[config.mk]
export PLATFORM = sky130hd
export DESIGN_NAME = adsl_loader
export DESIGN_NICKNAME = d
export VERILOG_FILES = /design/src/adsl_sync.v /design/src/adsl_loader.v
export VERILOG_INCLUDE_DIRS = /design/src
export SDC_FILE = /design/constraint.sdc
export NUM_CORES = 1
export LEC_CHECK = 0
export ABC_AREA = 1
export BUFFER_PORTS_ARGS = -buffer_cell sky130_fd_sc_hd__buf_2
export CAP_MARGIN = 15
export CELL_PAD_IN_SITES_DETAIL_PLACEMENT = 1
export CELL_PAD_IN_SITES_GLOBAL_PLACEMENT = 1
export CORE_MARGIN = 10
export CORE_UTILIZATION = 47
export CTS_CLUSTER_SIZE = 30
export DETAILED_ROUTE_END_ITERATION = 7
export PLACE_DENSITY_LB_ADDON = 0.1
export SYNTH_ARGS = -nofsm -noshare
export SYNTH_HDL_FRONTEND = slang
export SYNTH_HIERARCHICAL = 1
export SYNTH_SLANG_ARGS = --single-unit
[constraint.sdc]
create_clock -name clock -period 7.2 [get_ports clock]
set_input_delay 0.36 -clock clock [delete_from_list [all_inputs] [get_ports clock]]
set_output_delay 0.36 -clock clock [all_outputs]
set_load 0.01 [all_outputs]
[src/adsl_map.vh]
/*
 * constants for the attenuator converter serial loader: frame length,
 * control source codes, step size and reset values.
 * assumes inclusion by bare name from the loader files; definitions only.
 */
// Notes on behaviour
// - A transfer carries exactly eight data bits, most significant first, all while select is low; here other lengths still load and set frame_error.
// - While select is low the data input is shifted in on every rising serial clock edge.
// - When select rises the shifted code moves into the converter holding register at once; here the load is seen three clock edges after select is seen high.
// - Converter enable low disables the converter and the external voltage sets attenuation.
// - Enable high with reference select high drives attenuation from the converter on its own reference.
// - Enable high with reference select low drives attenuation from the converter on the external reference.
// - The first bit received becomes code bit 7 and the last becomes bit 0, one unsigned code.
// - Each code step changes attenuation by about 0.12 dB.
`ifndef ADSL_MAP_VH
`define ADSL_MAP_VH

`define ADSL_CODE_WIDTH      8
`define ADSL_CODE_RESET      8'h00
`define ADSL_COUNT_WIDTH     4
`define ADSL_FRAME_BITS      4'h8
`define ADSL_COUNT_MAX       4'hF
// idle levels of the synced pins, select high and the rest low
`define ADSL_PIN_RESET       5'h04
// control source, one-hot
`define ADSL_SRC_EXTERNAL    3'h1
`define ADSL_SRC_DAC_INTREF  3'h2
`define ADSL_SRC_DAC_EXTREF  3'h4
`define ADSL_SRC_RESET       3'h1
// attenuation step in thousandths of a dB per code step
`define ADSL_STEP_MDB        16'h0078
`define ADSL_ATTEN_WIDTH     16

`endif

[src/adsl_sync.v]
/*
 * two flip-flop synchroniser for a group of pin inputs.
 * assumes pins are asynchronous to clock; first stage feeds only the second.
 */
`timescale 1ns/1ps
module adsl_sync #(
	parameter WIDTH = 1
) (
	input  wire             clock,
	input  wire             rst_n,
	input  wire [WIDTH-1:0] async_in,
	input  wire [WIDTH-1:0] reset_val,
	output wire [WIDTH-1:0] sync_out
);
	reg [WIDTH-1:0] meta_reg;
	reg [WIDTH-1:0] hold_reg;

	// stages hold pin xor idle level, so a constant reset yields the idle level
	always @(posedge clock or negedge rst_n) begin
		if (!rst_n) begin
			meta_reg <= {WIDTH{1'b0}};
			hold_reg <= {WIDTH{1'b0}};
		end else begin
			meta_reg <= async_in ^ reset_val;
			hold_reg <= meta_reg;
		end
	end

	// undo the xor after the second stage; a constant term adds no glitch
	assign sync_out = hold_reg ^ reset_val;
endmodule // adsl_sync

[src/adsl_loader.v]
/*
 * serial loader for the attenuator control converter: three-wire write
 * only link, eight bit code, control source decode and step model.
 * assumes serial clock is far slower than clock (>= 4 clocks per half
 * period) and that select, data and enables are asynchronous pins.
 */
`timescale 1ns/1ps
`include "adsl_map.vh"
module adsl_loader #(
	parameter CODE_WIDTH = `ADSL_CODE_WIDTH
) (
	input  wire                          clock,
	input  wire                          rst_n,
	input  wire                          ser_clk,
	input  wire                          ser_data,
	input  wire                          sel_n,
	input  wire                          converter_enable_pin,
	input  wire                          ref_select_pin,
	output reg  [CODE_WIDTH-1:0]         dac_code,
	output reg                           code_update,
	output reg                           frame_error,
	output reg                           dac_enable,
	output reg                           use_internal_ref,
	output reg                           use_external_control_voltage,
	output reg  [2:0]                    control_source,
	output reg  [`ADSL_ATTEN_WIDTH-1:0]  atten_mdb
);
	wire [4:0] pins_sync;
	wire       sclk_s;
	wire       sdat_s;
	wire       sel_n_s;
	wire       en_s;
	wire       ref_s;

	// select idles high, so its synchroniser resets high
	adsl_sync #(
		.WIDTH(5)
	) u_sync (
		.clock    (clock),
		.rst_n    (rst_n),
		.async_in ({ser_clk, ser_data, sel_n, converter_enable_pin, ref_select_pin}),
		.reset_val(`ADSL_PIN_RESET),
		.sync_out (pins_sync)
	);
	assign sclk_s  = pins_sync[4];
	assign sdat_s  = pins_sync[3];
	assign sel_n_s = pins_sync[2];
	assign en_s    = pins_sync[1];
	assign ref_s   = pins_sync[0];

	reg                          sclk_d_reg;
	reg                          sel_n_d_reg;
	reg  [CODE_WIDTH-1:0]        shift_reg;
	reg  [CODE_WIDTH-1:0]        shift_next;
	reg  [`ADSL_COUNT_WIDTH-1:0] count_reg;
	reg  [`ADSL_COUNT_WIDTH-1:0] count_next;
	reg  [2:0]                   source_next;
	reg                          enable_next;
	reg                          int_ref_next;
	reg                          ext_volt_next;
	wire                         sclk_rise;
	wire                         sel_rise;
	wire                         sel_fall;

	assign sclk_rise = sclk_s & ~sclk_d_reg;
	assign sel_rise  = sel_n_s & ~sel_n_d_reg;
	assign sel_fall  = ~sel_n_s & sel_n_d_reg;

	// serial clock history, taken from second sync stage only
	always @(posedge clock or negedge rst_n) begin
		if (!rst_n) begin
			sclk_d_reg <= 1'b0;
		end else begin
			sclk_d_reg <= sclk_s;
		end
	end

	// select history resets to its idle level, so reset release is no edge
	always @(posedge clock or negedge rst_n) begin
		if (!rst_n) begin
			sel_n_d_reg <= 1'b1;
		end else begin
			sel_n_d_reg <= sel_n_s;
		end
	end

	// shifter: msb enters first and walks up to bit 7
	always @* begin
		shift_next = shift_reg;
		if (!sel_n_s && sclk_rise) begin
			shift_next = {shift_reg[CODE_WIDTH-2:0], sdat_s};
		end
		// edges while deselected fall through untouched
	end

	// bit count restarts on select fall and saturates, so long frames stay flagged
	always @* begin
		count_next = count_reg;
		if (sel_fall) begin
			count_next = {`ADSL_COUNT_WIDTH{1'b0}};
		end
		if (!sel_n_s && sclk_rise && (count_next != `ADSL_COUNT_MAX)) begin
			count_next = count_next + 4'h1;
		end
	end

	// shift register
	always @(posedge clock or negedge rst_n) begin
		if (!rst_n) begin
			shift_reg <= `ADSL_CODE_RESET;
		end else begin
			shift_reg <= shift_next;
		end
	end

	// bit counter
	always @(posedge clock or negedge rst_n) begin
		if (!rst_n) begin
			count_reg <= {`ADSL_COUNT_WIDTH{1'b0}};
		end else begin
			count_reg <= count_next;
		end
	end

	// applied code moves only on select rising; longer frames keep last eight
	always @(posedge clock or negedge rst_n) begin
		if (!rst_n) begin
			dac_code <= `ADSL_CODE_RESET;
		end else begin
			if (sel_rise) begin
				dac_code <= shift_reg;
			end
		end
	end

	// one-cycle load strobe
	always @(posedge clock or negedge rst_n) begin
		if (!rst_n) begin
			code_update <= 1'b0;
		end else begin
			code_update <= sel_rise;
		end
	end

	// a wrong-length frame still loads; the flag only reports the count
	always @(posedge clock or negedge rst_n) begin
		if (!rst_n) begin
			frame_error <= 1'b0;
		end else begin
			if (sel_rise) begin
				frame_error <= (count_reg != `ADSL_FRAME_BITS);
			end
		end
	end

	// control source decode, reference select ignored when disabled
	always @* begin
		source_next   = `ADSL_SRC_EXTERNAL;
		enable_next   = 1'b0;
		int_ref_next  = 1'b0;
		ext_volt_next = 1'b1;
		case ({en_s, ref_s})
			2'b11: begin
				source_next   = `ADSL_SRC_DAC_INTREF;
				enable_next   = 1'b1;
				int_ref_next  = 1'b1;
				ext_volt_next = 1'b0;
			end
			2'b10: begin
				source_next   = `ADSL_SRC_DAC_EXTREF;
				enable_next   = 1'b1;
				int_ref_next  = 1'b0;
				ext_volt_next = 1'b0;
			end
			default: begin
				source_next   = `ADSL_SRC_EXTERNAL;
				enable_next   = 1'b0;
				int_ref_next  = 1'b0;
				ext_volt_next = 1'b1;
			end
		endcase
	end

	// one-hot source, for whoever steers the attenuator
	always @(posedge clock or negedge rst_n) begin
		if (!rst_n) begin
			control_source <= `ADSL_SRC_RESET;
		end else begin
			control_source <= source_next;
		end
	end

	// converter runs only while enabled
	always @(posedge clock or negedge rst_n) begin
		if (!rst_n) begin
			dac_enable <= 1'b0;
		end else begin
			dac_enable <= enable_next;
		end
	end

	// on-chip reference only with converter enabled
	always @(posedge clock or negedge rst_n) begin
		if (!rst_n) begin
			use_internal_ref <= 1'b0;
		end else begin
			use_internal_ref <= int_ref_next;
		end
	end

	// external voltage steers while converter is off
	always @(posedge clock or negedge rst_n) begin
		if (!rst_n) begin
			use_external_control_voltage <= 1'b1;
		end else begin
			use_external_control_voltage <= ext_volt_next;
		end
	end

	// attenuation model; a product is cheap next to a table at this width
	always @(posedge clock or negedge rst_n) begin
		if (!rst_n) begin
			atten_mdb <= {`ADSL_ATTEN_WIDTH{1'b0}};
		end else begin
			atten_mdb <= dac_code * `ADSL_STEP_MDB;
		end
	end
endmodule // adsl_loader

== Word level (Yosys, flattened, before mapping) ==
Index checks and enable logic that the tools add are counted.
Operators by class
  add/sub/neg operators: 1
  multiply operators: 1
  eq/ne operators: 4
  multiplexer cells: 6
  bitwise logic cells: 7
  reduce and logical (&&, ||, !) cells: 3
Operators with widths (count)
  8-bit by 4-bit multiplier with 12-bit output, second input constant: 1
  4-bit two-way mux: 2
  4-bit != test, second input constant: 2
  3-bit one-hot mux with 2 select lines: 1
  4-bit by 1-bit adder with 4-bit output, second input constant: 1
  2-bit == test, second input constant: 2
  1-bit inverter: 4
  1-bit AND: 3
  1-bit two-way mux: 3
  1-bit logical AND: 2
  2-bit OR reduction: 1
Word-level totals
  flip-flop bits (word level): 52
  bits of input ports: 7
  output and inout bits: 32

== Logic depth before layout (Yosys ltp) ==
  depth after elaboration: 5
  gate-level depth with buffers: 13

== Hierarchy ==
The synthesis kept the hierarchy.
By module, submodules not included
  adsl_loader: times used 1, cells an instance 252, area an instance 2379.8 um2, sequential area each 1003.5 um2
  adsl_sync: times used 1, cells an instance 55, area an instance 419.2 um2, sequential area each 250.2 um2

== Worst setup path after synthesis ==
Ideal clock, no wire load.
  kind: register to register
  start: register dac_code[5]
  end: register atten_mdb[12]
  arrival time: 2480 ps
  data required time: 7083 ps
  setup slack: 4604 ps
  stages on the path, launching flop included: 12
  buffers on the path: 0
  cell sequence: dfrtp_1 inv_1 fa_1 fa_1 inv_1 ha_1 a21oi_1 nor2_1 nor2_1 nand2_1 nand2_1 nand2_1
On the way
  longest elaborated chain between the ends: 1
Ends and longest elaborated chain
  start: declaration: line adsl_loader.v:19  | output reg [CODE_WIDTH-1:0] dac_code,
  start signal: assignment: line adsl_loader.v:128  | dac_code <= `ADSL_CODE_RESET;
  start signal: assignment: line adsl_loader.v:131  | dac_code <= shift_reg;
  8-bit by 4-bit multiplier with 12-bit output (no source line)
  end signal: assignment: line adsl_loader.v:223  | atten_mdb <= {`ADSL_ATTEN_WIDTH{1'b0}};
  end signal: assignment: line adsl_loader.v:225  | atten_mdb <= dac_code * `ADSL_STEP_MDB;
  end: declaration: line adsl_loader.v:26  | output reg [`ADSL_ATTEN_WIDTH-1:0] atten_mdb
No other way between the ends.
A chain may end at the register's enable or synchronous reset.

== Worst setup path after layout ==
Same ends and word-level chain as after synthesis.

==> results.json <==
{
  "dp.cells": 425,
  "utilization_pct": 53.8,
  "routed_wl_mm": 6.04,
  "tritoncts": "built",
  "cts_htree_levels": 2,
  "crit_fanout": 4,
  "rrSetupSlack_ns": 4.38,
  "fill_cells": 715,
  "core_sq_um": 5850,
  "hold_class": "primary input to asynchronous set/reset pin",
  "first_global_vias": 2232,
  "r2r-start": "dac_code[5]$_DFFE_PN0P_",
  "power.leakage_uw": 0.00180,
  "grt_remaining_overflow": 0,
  "ctsResizeCount": 0,
  "antennaDiodeCount": 0,
  "finalWorstPathRequiredPeriod_ns": 2.82,
  "fin_cells": 433,
  "die_w_um": 97.2,
  "yosysUniqueCellTypes": 30,
  "reg2reg_to": "atten_mdb[12]$_DFF_PN0_",
  "setup_viol": 0,
  "ys_top_cells_by_area": "dfrtp_1 43%, nand2_1 13%, fa_1 9.3%",
  "clock_latency_ns": 0.31,
  "peakVddDrop_mv": 0.235,
  "postCtsSetupRepairBufs": 0,
  "grt_use_total_pct": 13.4,
  "fin_skew_ns": 0.00566,
  "syn_area_sq_um": 2800,
  "antenna_found_initial": 0,
  "fin_area_sq_um": 3150,
  "drive_gt1_share_pct": 19.6,
  "async_reset_ff_share_pct": 100,
  "fmax_ghz": 0.355,
  "dp_hpwl_mm": 4.95,
  "timing.setup.tns_ns": 0,
  "largest_reg_flops": 12,
  "post-synth-top-count-cell": "nand2_1",
  "outcome": "completed",
  "io_pins": 39,
  "required_ns": 7.40,
  "post_drt_wl_per_cell_um": 13.9,
  "finalWeightedCongestion": 0.767,
  "r2r_cells": 11,
  "synth_ff_type": "dfrtp_1",
  "rows": 28,
  "crit_type": "flip-flop to flip-flop",
  "dr_total_vias": 2016,
  "drtIter0Drc": 40,
  "synth_edf_count": 0,
  "io_buffers": 34,
  "placed_cell_area_sq_um": 3060,
  "firstDrtPassIters": 4,
  "synth_top_area_share_pct": 42.9,
  "clk_pin_slew_worst_paths_ns": 0.10,
  "seq_area_frac_synth_pct": 44.8,
  "synth-seq-cells": 50,
  "start_kind": "flip-flop",
  "initial_utilization_pct": 47.8,
  "end_kind": "flip-flop",
  "grt_pass1_wl_mm": 10.5,
  "die-height_um": 97.2,
  "layout.nets": 393,
  "finalHoldViolCount": 0,
  "tightest_slew_ns": 0.624,
  "synth_cells": 307,
  "vias_per_cell": 4.66,
  "rsz0062_at_grt": "false",
  "netlist_top_cells_count": "94 x nand2_1, 58 x inv_1, 48 x dfrtp_1, 16 x ha_1, 13 x fa_1",
  "cts.sinks": 50,
  "avgSynthCellArea_sq_um": 9.12,
  "grt_max_degree": 51,
  "syn2layout_area_growth_pct": 12.6,
  "final_antenna_net_count": 0,
  "clockBufferDepth": 2,
  "relSlewSlack_pct": 58.4,
  "cts_buffers": 5,
  "maxCapViolCount": 0,
  "synth_top_area_cell": "dfrtp_1",
  "powerDensity_nw_per_um2": 466,
  "drv_slew": 0,
  "worstPathArrival_ns": 3.02,
  "hold_slack_ns": 0.149,
  "yosysWarnings": 6,
  "drc": 0,
  "dieArea_sq_um": 9440,
  "hold_buffers": 0,
  "finalCritPeriodShare_pct": 39.1,
  "clock-root-buffer": "clkbuf_8"
}
## critical path, cell delays in order, from the launching register on
cell	delay, ns
dfrtp_1	0.44
inv_1	0.22
fa_1	0.50
fa_1	0.54
inv_1	0.05
ha_1	0.34
a21oi_1	0.24
nor2_1	0.06
nor2_1	0.14
nand2_1	0.07
nand2_1	0.06
nand2_1	0.05
## stage by stage
stage	worst slack, ns	total power, uW
detailed placement	4.37	1320
finish	4.38	1470
global route	4.21	1630
global placement	4.54	1230
floorplan	4.60	1040
CTS	4.36	1500
## cells in the final DEF, fill, tap and decap left out, drive strengths merged
master,count
nand4,2
conb,19
nor3,1
o21ai,17
fa,13
xor2,4
nor2,12
buf,35
nand3,8
a31oi,2
dfstp,2
clkbuf,5
clkinv,2
inv,61
nand2,100
dfrtp,48
o21a,1
xnor2,1
a21oi,9
ha,16
## how the worst max path moves through the flow
| stage | startpoint | to | slack (ns) | depth (start not counted) |
|---|---|---|---|---|
| 4_1_cts | dac_code[5]$_DFFE_PN0P_ | atten_mdb[12]$_DFF_PN0_ | 4.36 | 11 |
| 3_5_place_dp | dac_code[5]$_DFFE_PN0P_ | atten_mdb[12]$_DFF_PN0_ | 4.37 | 11 |
| 2_1_floorplan | dac_code[5]$_DFFE_PN0P_ | atten_mdb[12]$_DFF_PN0_ | 4.60 | 11 |
| 3_3_place_gp | dac_code[2]$_DFFE_PN0P_ | atten_mdb[14]$_DFF_PN0_ | 4.54 | 13 |
| 5_1_grt | dac_code[5]$_DFFE_PN0P_ | atten_mdb[12]$_DFF_PN0_ | 4.21 | 11 |
| 6_report | dac_code[5]$_DFFE_PN0P_ | atten_mdb[12]$_DFF_PN0_ | 4.38 | 11 |
## report_power, final
| group | switching, uW | leakage [uW] | internal, uW | total (uW) |
|---|---|---|---|---|
| Clock | 99.2 | 0.0000483 | 68.7 | 168 |
| Sequential | 65.4 | 0.000622 | 371 | 437 |
| Combinational | 534 | 0.00113 | 329 | 863 |
| Total | 698 | 0.00180 | 769 | 1470 |
## per-layer routing
layer	vias to the layer above	wire (um)	track usage [%]	part of all wire, %
met4	0	67	3.75	1.1
met3	7	215	3.34	3.6
li1	994	-	-	-
met2	28	3380	25.7	56
met1	987	2370	13.9	39
met5	-	0	0	0
## kinds of logic after synthesis
group | after synthesis | share of synthesized area, %
adder cells (fa/ha/maj) | 29 | 16.5
XOR/XNOR | 5 | 1.83
AND/OR/NAND/NOR | 123 | 19.1
buffers and inverters | 69 | 10.7
AO/OA/AOI/OAI | 29 | 6.84
other | 2 | 0.268
flip-flops | 50 | 44.8
## cell type report
| cell class | instances | area [sq um] | share of cell area (%) |
|---|---|---|---|
| inverter | 60 | 228 | 7.23 |
| timing repair buffer | 35 | 178 | 5.64 |
| clock inverter | 3 | 18.8 | 0.596 |
| tap | 75 | 93.8 | 2.98 |
| sequential | 50 | 1250 | 39.8 |
| multi-input combinational | 205 | 1310 | 41.6 |
| clock buffer | 5 | 68.8 | 2.18 |
Note: power is estimated with default switching activity, not from simulation.
